[src/include/vmd_defines.svh]
// Opcode, field, address and reset constants for the vector data-move decoder.
`ifndef VMD_DEFINES_SVH
`define VMD_DEFINES_SVH

// ==========================================================
// First-word opcodes
`define VMD_OP_HALF_STORE    16'he218
`define VMD_OP_HALF_LOAD     16'he2c9
`define VMD_OP_WORD_STORE_GP 16'he204
`define VMD_OP_WORD_STORE_ST 16'he20d
`define VMD_OP_WORD_STORE_VT 16'he205
`define VMD_OP_WORD_LOAD_GP  16'he3f0
`define VMD_OP_WORD_LOAD_VT  16'he3f1
`define VMD_OP_WORD_LOAD_ST  16'he2b0
`define VMD_OP_REG_MOVE      16'he6f2
`define VMD_OP_ABS_WRITE     8'hbd
`define VMD_OP_ABS_READ      8'hbf

// ==========================================================
// Instruction-word and data-word fields and their fixed values
`define VMD_F_SEL        15:12
`define VMD_F_REG        11:8
`define VMD_F_HIGHBYTE   15:8
`define VMD_F_VT_PAD     15:9
`define VMD_F_VT_IDX     8
`define VMD_F_MV_DST     7:4
`define VMD_F_MV_SRC     3:0
`define VMD_F_OPND       7:0
`define VMD_F_ABS_OP     15:8
`define VMD_F_HI         31:16
`define VMD_F_LO         15:0
`define VMD_F_ABS_WORD   15:1
`define VMD_F_ABS_HALF   0
`define VMD_F_IDX_LOW    3:0
`define VMD_HALF_SEL_HIGH 4'h1
`define VMD_HALF_SEL_LOW  4'h0
`define VMD_MOVE_TAG      8'h02
`define VMD_ZERO_BYTE     8'h00
`define VMD_VT_PAD_ZERO   7'h00
`define VMD_HALF_PAD      16'h0000
`define VMD_MASK_HIGH     2'b10
`define VMD_MASK_LOW      2'b01
`define VMD_MASK_FULL     2'b11
`define VMD_MASK_NONE     2'b00

// ==========================================================
// Register counts and absolute-address word indices
`define VMD_NUM_GP         4'h9
`define VMD_NUM_VT         2
`define VMD_ABS_IDX_GP_END 15'h0009
`define VMD_ABS_IDX_VT0    15'h0009
`define VMD_ABS_IDX_VT1    15'h000a
`define VMD_ABS_IDX_ST     15'h000b

// ==========================================================
// Reset values
`define VMD_STATUS_RESET 32'h0000_0000
`define VMD_WORD_ZERO    32'h0000_0000

`endif

[src/include/vmd_pkg.sv]
// Shared types for the vector data-move decoder.
`include "vmd_defines.svh"
package vmd_pkg;
    typedef logic [31:0] vmd_word_t;

    typedef enum logic [2:0] {
        VMD_IDLE   = 3'b001,
        VMD_ABS_WR = 3'b010,
        VMD_ABS_RD = 3'b100
    } vmd_phase_e;

    typedef struct packed {
        logic [`VMD_NUM_GP-1:0][31:0] gp;
        logic [`VMD_NUM_VT-1:0][31:0] vt;
        vmd_word_t                    status;
    } vmd_rf_s;

    typedef struct packed {
        vmd_phase_e  phase;
        logic        busy;
        logic [15:0] abs_addr;
        vmd_word_t   abs_data;
        logic [7:0]  loc_sel;
        logic        loc_wr;
        vmd_word_t   loc_data;
        logic        mem_wr;
        logic        mem_wr32;
        vmd_word_t   mem_wdata;
        logic [7:0]  mem_opnd;
    } vmd_top_s;
endpackage

[src/include/vmd_rf_if.sv]
// Write and read ports between the decoder and the vector register file.
`timescale 1ns/1ps
interface vmd_rf_if;
    logic        gp_we;
    logic [3:0]  gp_widx;
    logic [1:0]  gp_wmask;
    logic [31:0] gp_wdata;
    logic [3:0]  gp_ridx;
    logic [31:0] gp_rdata;
    logic        vt_we;
    logic        vt_widx;
    logic [31:0] vt_wdata;
    logic        vt_ridx;
    logic [31:0] vt_rdata;
    logic        st_we;
    logic [31:0] st_wdata;
    logic [31:0] status;

    modport decoder (
        output gp_we, gp_widx, gp_wmask, gp_wdata, gp_ridx,
        output vt_we, vt_widx, vt_wdata, vt_ridx, st_we, st_wdata,
        input  gp_rdata, vt_rdata, status
    );
    modport owner (
        input  gp_we, gp_widx, gp_wmask, gp_wdata, gp_ridx,
        input  vt_we, vt_widx, vt_wdata, vt_ridx, st_we, st_wdata,
        output gp_rdata, vt_rdata, status
    );
endinterface

[src/rtl/vmd_regfile.sv]
// Vector general purpose, transition-bit and status registers.
`timescale 1ns/1ps
`include "vmd_defines.svh"
module vmd_regfile import vmd_pkg::*; (
    input  wire logic clk_in,
    input  wire logic rst_in,
    vmd_rf_if.owner   rf
);
    vmd_rf_s st;
    vmd_rf_s next_st;

    // ==========================================================
    // Register update
    // An index past the last register is dropped here as well, so no
    // caller can corrupt a neighbour by a bad field.
    always_comb begin
        next_st = st;
        if (rf.gp_we && rf.gp_widx < `VMD_NUM_GP) begin
            if (rf.gp_wmask[1]) begin
                next_st.gp[rf.gp_widx][`VMD_F_HI] = rf.gp_wdata[`VMD_F_HI];
            end
            if (rf.gp_wmask[0]) begin
                next_st.gp[rf.gp_widx][`VMD_F_LO] = rf.gp_wdata[`VMD_F_LO];
            end
        end
        if (rf.vt_we) begin
            next_st.vt[rf.vt_widx] = rf.vt_wdata;
        end
        if (rf.st_we) begin
            next_st.status = rf.st_wdata;
        end
    end

    always_ff @(posedge clk_in or posedge rst_in) begin
        if (rst_in) begin
            st <= '{status: `VMD_STATUS_RESET, default: '0};
        end else begin
            st <= next_st;
        end
    end

    // ==========================================================
    // Read ports
    assign rf.gp_rdata = (rf.gp_ridx < `VMD_NUM_GP) ? st.gp[rf.gp_ridx] : `VMD_WORD_ZERO;
    assign rf.vt_rdata = st.vt[rf.vt_ridx];
    assign rf.status   = st.status;
endmodule

[src/rtl/vmd_decode.sv]
// Decode and execution of the vector coprocessor data-move instructions.
`timescale 1ns/1ps
`include "vmd_defines.svh"
module vmd_decode import vmd_pkg::*; (
    input  wire logic        MCLK_IN,
    input  wire logic        RST_IN,
    input  wire logic        INSN_VALID_IN,
    input  wire logic [15:0] INSN_LSW_IN,
    input  wire logic [15:0] INSN_MSW_IN,
    input  wire logic [31:0] MEM_RDATA_IN,
    input  wire logic [31:0] CPU_LOC_IN,
    output logic             BUSY_OUT,
    output logic             MEM_WR_OUT,
    output logic             MEM_WR32_OUT,
    output logic [31:0]      MEM_WDATA_OUT,
    output logic [7:0]       MEM_OPND_OUT,
    output logic             LOC_WR_OUT,
    output logic [7:0]       LOC_SEL_OUT,
    output logic [31:0]      LOC_DATA_OUT,
    output logic [31:0]      STATUS_OUT
);
    vmd_top_s st;
    vmd_top_s next_st;
    vmd_rf_if rf ();

    vmd_regfile u_regfile (
        .clk_in (MCLK_IN),
        .rst_in (RST_IN),
        .rf     (rf)
    );

    // ==========================================================
    // Instruction field decode
    logic        take;
    logic [15:0] lsw;
    logic [15:0] msw;
    logic        reg_ok;
    logic        half_ok;
    logic        half_hi;
    logic        vt_ok;
    logic        dec_hst;
    logic        dec_hld;
    logic        dec_wst_gp;
    logic        dec_wst_st;
    logic        dec_wst_vt;
    logic        dec_wld_gp;
    logic        dec_wld_vt;
    logic        dec_wld_st;
    logic        dec_move;
    logic        dec_abs_wr;
    logic        dec_abs_rd;
    logic [14:0] abs_idx;
    logic        abs_even;

    // A new instruction is only taken while no absolute transfer is open.
    assign take    = INSN_VALID_IN && (st.phase == VMD_IDLE);
    assign lsw     = INSN_LSW_IN;
    assign msw     = INSN_MSW_IN;
    assign reg_ok  = msw[`VMD_F_REG] < `VMD_NUM_GP;
    assign half_hi = msw[`VMD_F_SEL] == `VMD_HALF_SEL_HIGH;
    assign half_ok = half_hi || (msw[`VMD_F_SEL] == `VMD_HALF_SEL_LOW);
    assign vt_ok   = msw[`VMD_F_VT_PAD] == `VMD_VT_PAD_ZERO;

    assign dec_hst    = take && lsw == `VMD_OP_HALF_STORE && half_ok && reg_ok;
    assign dec_hld    = take && lsw == `VMD_OP_HALF_LOAD && half_ok && reg_ok;
    assign dec_wst_gp = take && lsw == `VMD_OP_WORD_STORE_GP
                        && msw[`VMD_F_SEL] == `VMD_HALF_SEL_LOW && reg_ok;
    assign dec_wst_st = take && lsw == `VMD_OP_WORD_STORE_ST
                        && msw[`VMD_F_HIGHBYTE] == `VMD_ZERO_BYTE;
    assign dec_wst_vt = take && lsw == `VMD_OP_WORD_STORE_VT && vt_ok;
    assign dec_wld_gp = take && lsw == `VMD_OP_WORD_LOAD_GP
                        && msw[`VMD_F_SEL] == `VMD_HALF_SEL_LOW && reg_ok;
    assign dec_wld_vt = take && lsw == `VMD_OP_WORD_LOAD_VT && vt_ok;
    assign dec_wld_st = take && lsw == `VMD_OP_WORD_LOAD_ST
                        && msw[`VMD_F_HIGHBYTE] == `VMD_ZERO_BYTE;
    assign dec_move   = take && lsw == `VMD_OP_REG_MOVE
                        && msw[`VMD_F_HIGHBYTE] == `VMD_MOVE_TAG
                        && msw[`VMD_F_MV_DST] < `VMD_NUM_GP
                        && msw[`VMD_F_MV_SRC] < `VMD_NUM_GP;
    assign dec_abs_wr = take && lsw[`VMD_F_ABS_OP] == `VMD_OP_ABS_WRITE;
    assign dec_abs_rd = take && lsw[`VMD_F_ABS_OP] == `VMD_OP_ABS_READ;

    // The 16-bit absolute address counts half-words, so a register is a pair.
    assign abs_idx  = st.abs_addr[`VMD_F_ABS_WORD];
    assign abs_even = ~st.abs_addr[`VMD_F_ABS_HALF];

    // ==========================================================
    // Next state and register file strobes
    always_comb begin
        next_st        = st;
        next_st.mem_wr = 1'b0;
        next_st.loc_wr = 1'b0;
        rf.gp_we       = 1'b0;
        rf.gp_widx     = msw[`VMD_F_REG];
        rf.gp_wmask    = `VMD_MASK_NONE;
        rf.gp_wdata    = MEM_RDATA_IN;
        rf.gp_ridx     = msw[`VMD_F_REG];
        rf.vt_we       = 1'b0;
        rf.vt_widx     = msw[`VMD_F_VT_IDX];
        rf.vt_wdata    = MEM_RDATA_IN;
        rf.vt_ridx     = msw[`VMD_F_VT_IDX];
        rf.st_we       = 1'b0;
        rf.st_wdata    = MEM_RDATA_IN;
        unique case (st.phase)
            VMD_IDLE: begin
                next_st.mem_opnd = msw[`VMD_F_OPND];
                if (dec_hst) begin
                    next_st.mem_wr   = 1'b1;
                    next_st.mem_wr32 = 1'b0;
                    if (half_hi) begin
                        next_st.mem_wdata = {`VMD_HALF_PAD, rf.gp_rdata[`VMD_F_HI]};
                    end else begin
                        next_st.mem_wdata = {`VMD_HALF_PAD, rf.gp_rdata[`VMD_F_LO]};
                    end
                end
                if (dec_hld) begin
                    rf.gp_we = 1'b1;
                    if (half_hi) begin
                        rf.gp_wmask = `VMD_MASK_HIGH;
                        rf.gp_wdata = {MEM_RDATA_IN[`VMD_F_LO], `VMD_HALF_PAD};
                    end else begin
                        rf.gp_wmask = `VMD_MASK_LOW;
                        rf.gp_wdata = {`VMD_HALF_PAD, MEM_RDATA_IN[`VMD_F_LO]};
                    end
                end
                if (dec_wst_gp) begin
                    next_st.mem_wr    = 1'b1;
                    next_st.mem_wr32  = 1'b1;
                    next_st.mem_wdata = rf.gp_rdata;
                end
                if (dec_wst_st) begin
                    next_st.mem_wr    = 1'b1;
                    next_st.mem_wr32  = 1'b1;
                    next_st.mem_wdata = rf.status;
                end
                if (dec_wst_vt) begin
                    next_st.mem_wr    = 1'b1;
                    next_st.mem_wr32  = 1'b1;
                    next_st.mem_wdata = rf.vt_rdata;
                end
                if (dec_wld_gp) begin
                    rf.gp_we    = 1'b1;
                    rf.gp_wmask = `VMD_MASK_FULL;
                end
                if (dec_wld_vt) begin
                    rf.vt_we = 1'b1;
                end
                if (dec_wld_st) begin
                    rf.st_we = 1'b1;
                end
                // The read port is steered to the source before the write is
                // formed, so a move onto itself simply rewrites the old value.
                if (dec_move) begin
                    rf.gp_ridx  = msw[`VMD_F_MV_SRC];
                    rf.gp_widx  = msw[`VMD_F_MV_DST];
                    rf.gp_we    = 1'b1;
                    rf.gp_wmask = `VMD_MASK_FULL;
                    rf.gp_wdata = rf.gp_rdata;
                end
                if (dec_abs_wr || dec_abs_rd) begin
                    next_st.abs_addr = msw;
                    next_st.abs_data = CPU_LOC_IN;
                    next_st.loc_sel  = lsw[`VMD_F_OPND];
                    next_st.phase    = dec_abs_wr ? VMD_ABS_WR : VMD_ABS_RD;
                end
            end
            VMD_ABS_WR: begin
                // Write protection is not consulted on this path at all.
                // The status word has no absolute write so that only the
                // status load can change it.
                rf.gp_widx  = abs_idx[`VMD_F_IDX_LOW];
                rf.gp_wmask = `VMD_MASK_FULL;
                rf.gp_wdata = st.abs_data;
                rf.vt_widx  = abs_idx == `VMD_ABS_IDX_VT1;
                rf.vt_wdata = st.abs_data;
                if (abs_even && abs_idx < `VMD_ABS_IDX_GP_END) begin
                    rf.gp_we = 1'b1;
                end
                if (abs_even && (abs_idx == `VMD_ABS_IDX_VT0
                                 || abs_idx == `VMD_ABS_IDX_VT1)) begin
                    rf.vt_we = 1'b1;
                end
                next_st.phase = VMD_IDLE;
            end
            VMD_ABS_RD: begin
                rf.gp_ridx       = abs_idx[`VMD_F_IDX_LOW];
                rf.vt_ridx       = abs_idx == `VMD_ABS_IDX_VT1;
                next_st.loc_wr   = 1'b1;
                next_st.loc_data = `VMD_WORD_ZERO;
                if (abs_even && abs_idx < `VMD_ABS_IDX_GP_END) begin
                    next_st.loc_data = rf.gp_rdata;
                end else if (abs_even && (abs_idx == `VMD_ABS_IDX_VT0
                                          || abs_idx == `VMD_ABS_IDX_VT1)) begin
                    next_st.loc_data = rf.vt_rdata;
                end else if (abs_even && abs_idx == `VMD_ABS_IDX_ST) begin
                    next_st.loc_data = rf.status;
                end
                next_st.phase = VMD_IDLE;
            end
            default: begin
                next_st.phase = VMD_IDLE;
            end
        endcase
        next_st.busy = next_st.phase != VMD_IDLE;
    end

    always_ff @(posedge MCLK_IN or posedge RST_IN) begin
        if (RST_IN) begin
            st <= '{phase: VMD_IDLE, default: '0};
        end else begin
            st <= next_st;
        end
    end

    // ==========================================================
    // Outputs
    assign BUSY_OUT      = st.busy;
    assign MEM_WR_OUT    = st.mem_wr;
    assign MEM_WR32_OUT  = st.mem_wr32;
    assign MEM_WDATA_OUT = st.mem_wdata;
    assign MEM_OPND_OUT  = st.mem_opnd;
    assign LOC_WR_OUT    = st.loc_wr;
    assign LOC_SEL_OUT   = st.loc_sel;
    assign LOC_DATA_OUT  = st.loc_data;
    assign STATUS_OUT    = rf.status;

    // ==========================================================
    // Checks
    a_half_store_high: assert property (@(posedge MCLK_IN) disable iff (RST_IN)
        dec_hst && half_hi |=> MEM_WR_OUT && !MEM_WR32_OUT
            && MEM_WDATA_OUT[`VMD_F_LO] == $past(rf.gp_rdata[`VMD_F_HI]))
        else $error("High half store sent wrong data.");

    a_half_store_low: assert property (@(posedge MCLK_IN) disable iff (RST_IN)
        dec_hst && !half_hi |=> MEM_WR_OUT
            && MEM_WDATA_OUT[`VMD_F_LO] == $past(rf.gp_rdata[`VMD_F_LO]))
        else $error("Low half store sent wrong data.");

    a_half_load_high: assert property (@(posedge MCLK_IN) disable iff (RST_IN)
        dec_hld && half_hi |-> rf.gp_we && rf.gp_wmask == `VMD_MASK_HIGH
            && rf.gp_wdata[`VMD_F_HI] == MEM_RDATA_IN[`VMD_F_LO])
        else $error("High half load did not target the upper half.");

    a_half_load_low: assert property (@(posedge MCLK_IN) disable iff (RST_IN)
        dec_hld && !half_hi |-> rf.gp_we && rf.gp_wmask == `VMD_MASK_LOW)
        else $error("Low half load did not target the lower half.");

    a_abs_write_span: assert property (@(posedge MCLK_IN) disable iff (RST_IN)
        dec_abs_wr |=> BUSY_OUT ##1 !BUSY_OUT)
        else $error("Absolute write did not span two cycles.");

    a_abs_read_data: assert property (@(posedge MCLK_IN) disable iff (RST_IN)
        dec_abs_rd |=> !LOC_WR_OUT ##1 LOC_WR_OUT && !BUSY_OUT)
        else $error("Absolute read answered at the wrong cycle.");

    a_word_store: assert property (@(posedge MCLK_IN) disable iff (RST_IN)
        dec_wst_gp |=> MEM_WR_OUT && MEM_WR32_OUT && MEM_WDATA_OUT == $past(rf.gp_rdata))
        else $error("Word store sent wrong data.");

    a_vt_store: assert property (@(posedge MCLK_IN) disable iff (RST_IN)
        dec_wst_vt |=> MEM_WR32_OUT && MEM_WDATA_OUT == $past(rf.vt_rdata))
        else $error("Transition store sent wrong data.");

    a_status_kept: assert property (@(posedge MCLK_IN) disable iff (RST_IN)
        !dec_wld_st |=> $stable(STATUS_OUT))
        else $error("Status changed without a status load.");

    a_move_copy: assert property (@(posedge MCLK_IN) disable iff (RST_IN)
        dec_move |-> rf.gp_we && rf.gp_widx == msw[`VMD_F_MV_DST]
            && rf.gp_ridx == msw[`VMD_F_MV_SRC] && rf.gp_wdata == rf.gp_rdata)
        else $error("Register move copied the wrong register.");

    a_reserved_index: assert property (@(posedge MCLK_IN) disable iff (RST_IN)
        take && !reg_ok && lsw != `VMD_OP_REG_MOVE
            && lsw[`VMD_F_ABS_OP] != `VMD_OP_ABS_WRITE |-> !rf.gp_we)
        else $error("Reserved register index caused a write.");

    a_single_cycle: assert property (@(posedge MCLK_IN) disable iff (RST_IN)
        dec_hst || dec_wst_gp || dec_wst_st || dec_move |=> !BUSY_OUT)
        else $error("Single-cycle move stalled the decoder.");

    // The status, load, absolute write and location checks below compare data with its source,
    // so a decode that writes the wrong word is caught as well as one that writes nothing.
    a_status_store: assert property (@(posedge MCLK_IN) disable iff (RST_IN)
        dec_wst_st |=> MEM_WR_OUT && MEM_WR32_OUT && MEM_WDATA_OUT == $past(STATUS_OUT))
        else $error("Status store sent wrong data.");

    a_status_load: assert property (@(posedge MCLK_IN) disable iff (RST_IN)
        dec_wld_st |=> STATUS_OUT == $past(MEM_RDATA_IN))
        else $error("Status load did not take the memory word.");

    a_word_load: assert property (@(posedge MCLK_IN) disable iff (RST_IN)
        dec_wld_gp |-> rf.gp_we && rf.gp_widx == msw[`VMD_F_REG]
            && rf.gp_wmask == `VMD_MASK_FULL && rf.gp_wdata == MEM_RDATA_IN)
        else $error("Word load did not fill the whole register.");

    a_vt_load: assert property (@(posedge MCLK_IN) disable iff (RST_IN)
        dec_wld_vt |-> rf.vt_we && rf.vt_widx == msw[`VMD_F_VT_IDX]
            && rf.vt_wdata == MEM_RDATA_IN)
        else $error("Transition load did not take the memory word.");

    a_abs_write_reg: assert property (@(posedge MCLK_IN) disable iff (RST_IN)
        dec_abs_wr && !msw[`VMD_F_ABS_HALF] && msw[`VMD_F_ABS_WORD] < `VMD_ABS_IDX_GP_END
            |=> rf.gp_we && rf.gp_wdata == $past(CPU_LOC_IN))
        else $error("Absolute write did not carry the CPU value.");

    a_half_store_pad: assert property (@(posedge MCLK_IN) disable iff (RST_IN)
        dec_hst |=> !MEM_WR32_OUT && MEM_WDATA_OUT[`VMD_F_HI] == `VMD_HALF_PAD)
        else $error("Half store was not a padded 16-bit store.");

    a_reserved_move: assert property (@(posedge MCLK_IN) disable iff (RST_IN)
        take && lsw == `VMD_OP_REG_MOVE && !dec_move |-> !rf.gp_we)
        else $error("Reserved move encoding caused a write.");

    a_loc_select: assert property (@(posedge MCLK_IN) disable iff (RST_IN)
        dec_abs_rd |=> ##1 LOC_SEL_OUT == $past(INSN_LSW_IN[`VMD_F_OPND], 2))
        else $error("Absolute read named the wrong CPU location.");

    a_odd_read_zero: assert property (@(posedge MCLK_IN) disable iff (RST_IN)
        dec_abs_rd && msw[`VMD_F_ABS_HALF]
            |=> ##1 LOC_WR_OUT && LOC_DATA_OUT == `VMD_WORD_ZERO)
        else $error("Odd absolute read did not return zero.");
endmodule

[config.mk]
export PLATFORM = sky130hd
export DESIGN_NAME = vmd_decode
export DESIGN_NICKNAME = d
export VERILOG_FILES = /design/src/include/vmd_pkg.sv /design/src/include/vmd_rf_if.sv /design/src/rtl/vmd_regfile.sv /design/src/rtl/vmd_decode.sv
export VERILOG_INCLUDE_DIRS = /design/src /design/src/include
export SDC_FILE = /design/constraint.sdc
export NUM_CORES = 1
export LEC_CHECK = 0
export BUFFER_PORTS_ARGS = -buffer_cell sky130_fd_sc_hd__buf_2
export CAP_MARGIN = 15
export CORE_MARGIN = 2
export CORE_UTILIZATION = 55
export CTS_CLUSTER_SIZE = 30
export DETAILED_ROUTE_END_ITERATION = 8
export PLACE_DENSITY = 0.8
export SETUP_SLACK_MARGIN = 0.3
export SLEW_MARGIN = 20
export SYNTH_ARGS = -nofsm -noshare
export SYNTH_HDL_FRONTEND = slang
export SYNTH_SLANG_ARGS = --single-unit
[constraint.sdc]
create_clock -name MCLK_IN -period 15.5 [get_ports MCLK_IN]
set_clock_uncertainty 0.05 [all_clocks]
set_input_delay 1.55 -clock MCLK_IN [delete_from_list [all_inputs] [get_ports MCLK_IN]]
set_output_delay 1.55 -clock MCLK_IN [all_outputs]
set_load 0.1 [all_outputs]
* Yosys cells after proc, flatten, opt, wreduce, memory -nomap -nowiden
Cells that the tools add are included.
** Word-level totals
- Input bits :: 99
- Memory bits (writable) :: 0
- Bits in latches :: 0
- Bits in registers :: 519
- Bits in read-only memories :: 0
- Output and inout port bits :: 116
- Memories kept :: 0
** Operators by class
- $lt $le $gt $ge :: 12
- $mul :: 0
- Bitwise gates (word level) :: 1
- Mux-type cells :: 56
- Shift operators :: 0
- Reductions and logical operators :: 42
- $add $sub $neg :: 0
- Equality and inequality tests :: 20
- Div/mod/pow operators :: 0
** Operator list (number)
- 2-to-1 mux 288 bit :: 3
- bitwise mux 288 bit :: 2
- 2-to-1 mux 32 bit :: 13
- demux 32 bit (select 4 bit) :: 2
- == test 16 bit, second input constant :: 9
- 2-to-1 mux 34 bit :: 4
- binary-select mux 32 bit (select 4 bit) :: 1
- bitwise mux 64 bit :: 1
- case mux 32 bit (2 select lines) :: 1
- == test 15 x 4 -> 1 bit, second input constant :: 3
- 2-to-1 mux 42 bit :: 1
- logical AND 1 bit :: 33
- 2-to-1 mux 33 bit :: 1
- demux 32 bit (select 1 bit) :: 1
- 2-to-1 mux 16 bit :: 2
- < comparator 4 bit, second input constant :: 5
- == test 8 bit, second input constant :: 2
- case mux 4 bit (2 select lines) :: 2
- < comparator 15 x 4 -> 1 bit, second input constant :: 1
- < comparator 4 x 5 -> 1 bit, second input constant :: 2
- 2-to-1 mux 1 bit :: 10
- 2-to-1 mux 3 bit :: 3
- == test 8 x 2 -> 1 bit, second input constant :: 1
- logical NOT 8 bit :: 1
- other kinds (18) :: 27

* Logic depth before layout (Yosys ltp)
Gate-level depths: netlist (run 1).
- Depth after elaboration :: 18
- Depth in mapped cells :: 14
- Depth with buffers taken out :: 11

* Hierarchy
Synthesis (run 1) repeated with hierarchy kept, for this count alone.
** Second synthesis, totals
- Cell total of the unflattened synthesis :: 2110
- Area total of the unflattened synthesis :: 25982.4 µm²
** By module, submodules not included
- vmd_regfile :: cells an instance 1175, area an instance 17299.1 µm², times used 1
- vmd_decode :: cells an instance 935, area an instance 8683.3 µm², times used 1

* Least setup slack after synthesis (run 1)
OpenSTA, ideal clock, no wires.
- Kind :: input port to flip-flop
- From :: input INSN_MSW_IN[15]
- To :: register u_regfile.st[161] (netlist name)
- Stages on the path :: 11
- Arrival time :: 4.274 ns
- Setup time :: 0.153 ns
- Setup slack :: 11.023 ns
- Path buffers :: 2
- Required time :: 15.297 ns
- Cell sequence :: nor3_1 -> nand3_1 -> nor4_4 -> a31oi_4 -> and2_1 -> buf_2 -> buf_6 -> a221o_1 -> or3_4 -> a31oi_4 -> a21oi_1
** On the way
- Word-level cells in the longest chain between the ends :: 13
** RTL lines
- start: declaration :: line vmd_decode.sv:9 : input wire logic [15:0] INSN_MSW_IN,
- == test 8 x 2 -> 1 bit (no source line)
- logical AND 1 bit (no source line) (3 in a row)
- 2-to-1 mux 4 bit :: line vmd_decode.sv:153 : if (dec_move) begin
- case mux 4 bit (2 select lines) :: line vmd_decode.sv:104 : unique case (st.phase)
- binary-select mux 32 bit (select 4 bit) :: line vmd_regfile.sv:44 : assign rf.gp_rdata = (rf.gp_ridx < `VMD_NUM_GP) ? st.gp[rf.gp_ridx] : `VMD_WORD_ZERO;
- 2-to-1 mux 32 bit (implied by the code) :: line vmd_regfile.sv:44
- 2-to-1 mux 32 bit (no source line)
- 2-to-1 mux 32 bit :: line vmd_decode.sv:153
- case mux 32 bit (2 select lines) :: line vmd_decode.sv:104
- bitwise mux 288 bit :: line vmd_regfile.sv:23 : next_st.gp[rf.gp_widx][`VMD_F_LO] = rf.gp_wdata[`VMD_F_LO];
- 2-to-1 mux 288 bit :: line vmd_regfile.sv:22 : if (rf.gp_wmask[0]) begin
- end signal: assignment :: line vmd_regfile.sv:38 : st <= next_st;
- end: declaration :: line vmd_regfile.sv:9 : vmd_rf_s st;
Parallel ways exist; a longest one is shown, timed or not. The select of a mux whose other input is x is not followed.
A chain may end at the register's enable or synchronous reset.

* Worst setup path after layout (run 1)
- From :: input INSN_MSW_IN[15]
- To :: register u_regfile.st[192] (netlist name)
The elaborated chain is that of the path after synthesis.

==> results.md, run 1 <==
* Dpl hpwl at 57.1 mm
* Pins Over Slew Limit at 0
* Antenna violations before repair at 2
* Count of input and output buffers at 214
* Layout area overhead at 9.03%
* Met2 Usage GRT at 0.497
* Register-to-Register Path Depth at 12
* Hold Crit Class: reg2reg
* CTS Hold Bufs at 0
* Avg WL per Cell at 23.7 um
* YS warnings at 0
* Final nets at 2904
* Die width at 220 um
* Register area share after synthesis at 0.508
* Gate Count Post-Synth at 2812
* Mapped cell area at 25600 sq um
* Crit path cell chain: buf_2 > nor3_1 > nand3_1 > nor4_4 > buf_4 > a31oi_4 > buf_4 > nand2_1 > buf_4 > o22ai_1 > or3_1 > a31oi_2 > o21ai_0
* Vias in the first global route at 20549
* Asr flop ratio synth at 1.00
* Pin count of the biggest net entering global routing at 176
* WP data required at 15.90 ns
* Leak Pwr at 13.2 nW
* CP top delay family: simple AND/OR/NAND/NOR gates
* DR DRC count at 0
* WL final at 82.0 mm
* GR met3 Demand/Resource at 0.0861
* Rows at 79
* Critical Path Source Type: input pin
* Setup-failing EPs final at 0
* Top Ports at 215
* Hold path start: MEM_OPND_OUT[4]
* Tmin final at 5.94 ns
* Met1 usage at 0.480
* Iter 0 DRT Violations at 3122
* Share of post-route cells with drive strength above 1 at 0.162
* CP max FO at 35
* Initial core utilization at 0.553
* Post-CTS setup buffer count at 0
* Slew at the pin with the worst max-slew slack at 1.16 ns
* Clock latency on the worst-skew pair at 0.63 ns
* ANT cells at 0
* CTS max path bufs at 3
* R2R Setup Slk at 10.43 ns
* Peak VDD IR at 0.000123 V
* Final Wtd Congestion at 0.958
* Height of the chip at 220 um
* Core area at 46300 sq um
* Fillers at 3823
* Hold Crit Depth at 2
* CTS resizes at 0
* CP peak stage delay at 0.86 ns
* Number of synthesized flops with an enable pin at 0
* RR Startpoint: st[132]
* Synthesized net count at 2911
* Sink Count at 519
* Die area at 48300 sq um
* Final period utilization at 0.383
* Hold Vio Cnt, Final at 0
* Most frequent CP cell: buf_4
* Post-Place Cell Area at 26100 sq um
* CTS clk-pin slew, worst paths at 0.06 ns
* Post-DRT Antenna Nets at 0
* Gr usage total at 0.338
* Fin cells at 3453
* CP max stage cell: nand2_1
* RSZ-0062 raised after global routing: false
* Final Instance Area at 27900 sq um
* GR peak layer: met2
* Root buf cell: clkbuf_16
* Max_cap viols at 0
* Post-synthesis sequential element count at 519
* Synth Flop Type: dfrtp_1
* Reg2reg end: u_regfile.st[192]
* Setup CP Type: in2reg
* Average size of a mapped cell at 9.10 sq um
* F_max at 0.168 GHz
* Worst EP arrival at 6.34 ns
* Status: finished clean
* Worst Setup SP: INSN_MSW_IN[15]
* Slew HR at 0.229
* First-pass GRT wire length at 124 mm
* Htree depth at 2
* DR pass1 iterations at 7
* Cell total after placement at 3358
* Unique masters post-synth at 68
* Power Dens Cells at 105 nW/um^2
* Critical Path Sink Type: flip-flop
* Setup TNS at 0 ns
* Vias at 22146
* Hold Path End: MEM_OPND_OUT[4]
* Crit path buf inv count at 4
* Total CTS buffers at 52
* Via/cell ratio at 6.41
* TritonCTS clock tree: yes
* Remaining global-route overflow at 0
[metrics by stage]
stage / utilization / total power, mW / hold slack [ns] / worst slack [ns]
global route: 0.603 / 3.01 / 0.450 / 9.30
floorplan: - / 1.56 / 0.389 / 6.85
CTS: 0.602 / 2.93 / 0.423 / 9.70
global placement: 0.564 / 1.63 / 0.401 / 9.18
detailed placement: 0.564 / 1.64 / 0.410 / 9.08
finish: 0.603 / 2.94 / 0.423 / 9.56
[worst max path at each step]
stage | to | slack [ns] | depth (start not counted)
final | u_regfile.st[192] | 9.56 | 13
after detailed placement | u_regfile.st[192] | 9.08 | 13
after floorplan | BUSY_OUT | 6.85 | 1
after global routing | u_regfile.st[224] | 9.30 | 13
after CTS | u_regfile.st[192] | 9.70 | 13
after global placement | u_regfile.st[205] | 9.18 | 13
[synth_stat cells, types with 5 or more instances]
cell type	n	share of area
inv_1	27	0.0040
a21o_1	46	0.013
nand2b_1	6	0.0015
a221o_1	16	0.0063
o21ai_1	80	0.016
nor4_1	6	0.0015
or2_2	20	0.0049
o211ai_1	30	0.0088
a31o_2	15	0.0051
a21oi_1	140	0.027
or3_4	9	0.0040
a31oi_4	11	0.0091
mux2_2	45	0.020
a31oi_1	50	0.012
o21ai_0	310	0.061
a31oi_2	5	0.0024
or3_1	10	0.0024
nand3_1	86	0.017
buf_2	14	0.0027
o22ai_1	56	0.014
a221oi_1	10	0.0034
clkbuf_1	155	0.023
nand2_1	673	0.099
dfrtp_1	518	0.51
and2_1	20	0.0049
mux2i_1	124	0.049
nor3_1	18	0.0035
and3_1	7	0.0017
buf_4	120	0.035
nor2_1	99	0.015
or2_1	5	0.0012
buf_1	16	0.0023
[worst reg2reg max path, delay by kind of cell (launching register included)]
| family | cells | cell delay, ns |
|---|---|---|
| simple gates | 5 | 2.15 |
| buf+inv | 3 | 1.19 |
| compound gates | 4 | 0.93 |
| flops | 1 | 0.57 |
[flip-flops by register name (all words and copies together) (netlist names)]
| signal | flops |
|---|---|
| abs_idx | 15 |
| LOC_DATA_OUT | 32 |
| MEM_WR_OUT | 1 |
| LOC_WR_OUT | 1 |
| MEM_WDATA_OUT | 32 |
| MEM_OPND_OUT | 8 |
| u_regfile.st | 352 |
| st | 36 |
| MEM_WR32_OUT | 1 |
| u_regfile.rf.status | 32 |
| LOC_SEL_OUT | 8 |
| BUSY_OUT | 1 |
[routing by layer]
layer	share of wire	up-vias	routed length [um]
li1	-	9643	-
met5	0.00033	-	27
met3	0.12	235	9860
met1	0.40	10836	33100
met2	0.43	1428	35400
met4	0.044	4	3620
[report_power, final]
group / switching [mW] / leakage [nW] / internal [mW]
sequential: 0.0140 / 7.01 / 1.37
combinational: 0.176 / 5.31 / 0.0594
clock: 0.549 / 0.864 / 0.766
[cells by family after synthesis]
family                    after synthesis  share of synthesized area
muxes                                 169                     0.0683
AOI/OAI and AO/OA                     792                      0.187
and+or+nand+nor                       998                      0.170
DFF                                   519                      0.508
xor gates and xnor gates                1                   0.000342
buffers and inverters                 333                     0.0674
[layout make-up]
type | count | area (sq um) | area share
inverters | 27 | 105 | 0.00377
flip-flops and latches | 519 | 13000 | 0.466
clock inverters | 20 | 260 | 0.00933
multi-input cells | 1960 | 11000 | 0.393
clock buffers | 75 | 1490 | 0.0534
repair buffers | 245 | 1330 | 0.0476
well taps | 607 | 759 | 0.0272
[cells in the final DEF, fill, tap and decap left out, drive strengths merged, types with 3 or more instances in the layout]
master / count
o2bb2ai: 4
nand4bb: 3
a21oi: 140
a31o: 15
a221oi: 10
a21o: 46
nor2: 99
and4: 3
inv: 28
or2: 25
nand3: 86
nor4: 9
buf: 245
nand4: 4
a221o: 16
and2: 20
o211ai: 30
or4: 5
o22ai: 56
clkbuf: 75
bufinv: 6
o31ai: 5
mux2i: 124
mux2: 45
clkinv: 11
nand2: 673
o21ai: 390
nand2b: 6
nand4b: 4
nor3: 19
a211oi: 4
nor2b: 4
a31oi: 66
or3: 19
dfrtp: 518
and3: 7
Note: power is estimated with default switching activity, not from simulation.
==> inputs of run 2 (changes only) <==
--- a/config.mk
+++ b/config.mk
@@ -9,10 +9,10 @@
 export BUFFER_PORTS_ARGS = -buffer_cell sky130_fd_sc_hd__buf_2
 export CAP_MARGIN = 15
 export CORE_MARGIN = 2
-export CORE_UTILIZATION = 55
+export CORE_UTILIZATION = 58
 export CTS_CLUSTER_SIZE = 30
 export DETAILED_ROUTE_END_ITERATION = 8
-export PLACE_DENSITY = 0.8
+export PLACE_DENSITY = 0.81
 export SETUP_SLACK_MARGIN = 0.3
 export SLEW_MARGIN = 20
 export SYNTH_ARGS = -nofsm -noshare
==> constraint.sdc (replaced) <==
create_clock -name MCLK_IN -period 6.05 [get_ports MCLK_IN]
set_clock_uncertainty 0.05 [all_clocks]
set_input_delay 0.605 -clock MCLK_IN [delete_from_list [all_inputs] [get_ports MCLK_IN]]
set_output_delay 0.605 -clock MCLK_IN [all_outputs]
set_load 0.1 [all_outputs]
==> run 2 against run 1 <==
Core utilization rose by 4.0 points; via count decreased by 1.1%; sequential power grew to 2.6 times the previous value; final cell count is 0.49% lower; power grew 150%; global-route usage increased by 1.2 points; sequential share of layout area is 0.11 points higher; wire length is 2.0% lower; largest power group unchanged.
==> results.md, run 2 (synthesis results as in run 1) <==
* Status: finished clean
* Post-layout util at 0.643
* Hold Crit Class: in2async
* Initial core utilization at 0.591
* CTS Hold Bufs at 0
* TritonCTS clock tree: yes
* DR pass1 iterations at 8
* Critical Path Source Type: flip-flop
* Post-CTS setup buffer count at 0
* Setup CP Type: reg2reg
* WL met1 at 32.2 mm
* Die width at 214 um
* Met2 WL at 34.1 mm
* Top Ports at 215
* First-pass GRT wire length at 125 mm
* Remaining global-route overflow at 0
* Critical Path Sink Type: flip-flop
* DR DRC count at 0
* Pwr Total at 7.28 mW
* Final Wtd Congestion at 1.02
* Count of input and output buffers at 214
* Iter 0 DRT Violations at 3141
* Power Dens Cells at 262 nW/um^2
* WP data required at 6.52 ns
* Gr usage total at 0.350
* Biggest register: u_regfile.st
* ANT cells at 0
* Top routing layer used: met4
* Worst EP arrival at 4.96 ns
* RSZ-0062 raised after global routing: false
* CTS max path bufs at 3
* CTS clk-pin slew, worst paths at 0.06 ns
* Routed length on met3 at 10.3 mm
* Avg WL per Cell at 23.4 um
* Peak VDD IR at 0.000238 V
* Share of post-route cells with drive strength above 1 at 0.162
* Slew HR at 0.216
* Clock latency on the worst-skew pair at 0.62 ns
* Post-DRT Antenna Nets at 0
* Via/cell ratio at 6.37
* Leak Pwr at 13.2 nW
* Root buf cell: clkbuf_16
* Max_cap viols at 0
* Layout area overhead at 8.78%
* WL final at 80.3 mm
* Leading cell type in the layout, fill and taps excluded: nand2_1
* Pin count of the biggest net entering global routing at 146
* Final Instance Area at 27800 sq um
* Core area at 43300 sq um
* Hold Vio Cnt, Final at 0
* Largest registers: u_regfile.st: 352 flops, st: 36 flops
* Setup TNS at 0 ns
* Post-Place Cell Area at 26100 sq um
* Largest register FFs at 352
* CP max FO at 28
* Rows at 76
* CTS resizes at 0
* Total CTS buffers at 52
* Slew at the pin with the worst max-slew slack at 1.17 ns
* Final nets at 2911
* Tmin final at 4.50 ns
* Commonest cells after routing, fill and taps aside: 667 x nand2_1, 518 x dfrtp_1, 310 x o21ai_0
* Setup-failing EPs final at 0
* Dpl hpwl at 55.9 mm
* Vias in the first global route at 21137
* F_max at 0.222 GHz
* Vias at 21894
* Htree depth at 2
* Final period utilization at 0.743
* Pins Over Slew Limit at 0
* Sink Count at 519
* Antenna violations before repair at 1
* Die area at 45800 sq um
* Height of the chip at 214 um
[run 2: cell types whose count changed in the layout (fill, tap and decap cells not counted), sizes merged]
cell    change
buf         +7
clkbuf      +6
inv         -2
bufinv      -6
[run 2: worst max-delay path, cell delays in order (launching register included)]
cell and delay (ns):
dfstp_2 0.56, and4bb_1 0.33, nand3_1 0.23, nor4_2 0.46, buf_4 0.55, a21o_1 0.81, buf_4 0.38, a31oi_1 0.06
o211ai_1 0.15, o211ai_1 0.20, a31o_2 0.39, o21ai_0 0.20
[run 2: path summary, 6_finish.rpt]
kind,from,to,slack (ns),cells past startpoint
worst min register to register,MEM_OPND_OUT[6],MEM_OPND_OUT[6],0.42,2
worst max-delay path,st[132],u_regfile.st[242],1.55,11
max in group asynchronous,RST_IN,u_regfile.st[249],4.59,4
min in group MCLK_IN,CPU_LOC_IN[10],st[93],0.12,3
worst min-delay path,RST_IN,st[97],0.06,3
worst max register to register,st[132],u_regfile.st[242],1.55,11
[run 2: through the flow]
step	worst slack (ns)	instances	hold slack (ns)
2_1_floorplan	-1.65	2812	0.389
3_3_place_gp	1.23	3342	0.402
3_5_place_dp	1.11	3342	0.410
4_1_cts	1.52	3435	0.0817
5_1_grt	1.41	3436	0.121
6_report	1.55	3436	0.0646
[run 2: area by class of cell]
class,count,area (sq um)
Timing Repair Buffer,252,1410
Fill cell,3419,15400
Clock buffer,81,1530
Multi-Input combinational cell,1960,11000
Clock inverter,12,96.3
Sequential cell,519,13000
Inverter,27,105
Tap cell,585,732
[run 2: layer usage]
metal	vias up	global-route usage
li1	9629	-
met1	10623	0.494
met2	1429	0.503
met3	213	0.107
met4	0	0.148
met5	-	0
[run 2: where the power goes]
| part | internal, mW | leakage [nW] | switching [mW] | total (mW) |
|---|---|---|---|---|
| combinational | 0.157 | 5.35 | 0.446 | 0.603 |
| sequential | 3.52 | 7.01 | 0.0352 | 3.55 |
| clock | 1.74 | 0.799 | 1.39 | 3.13 |
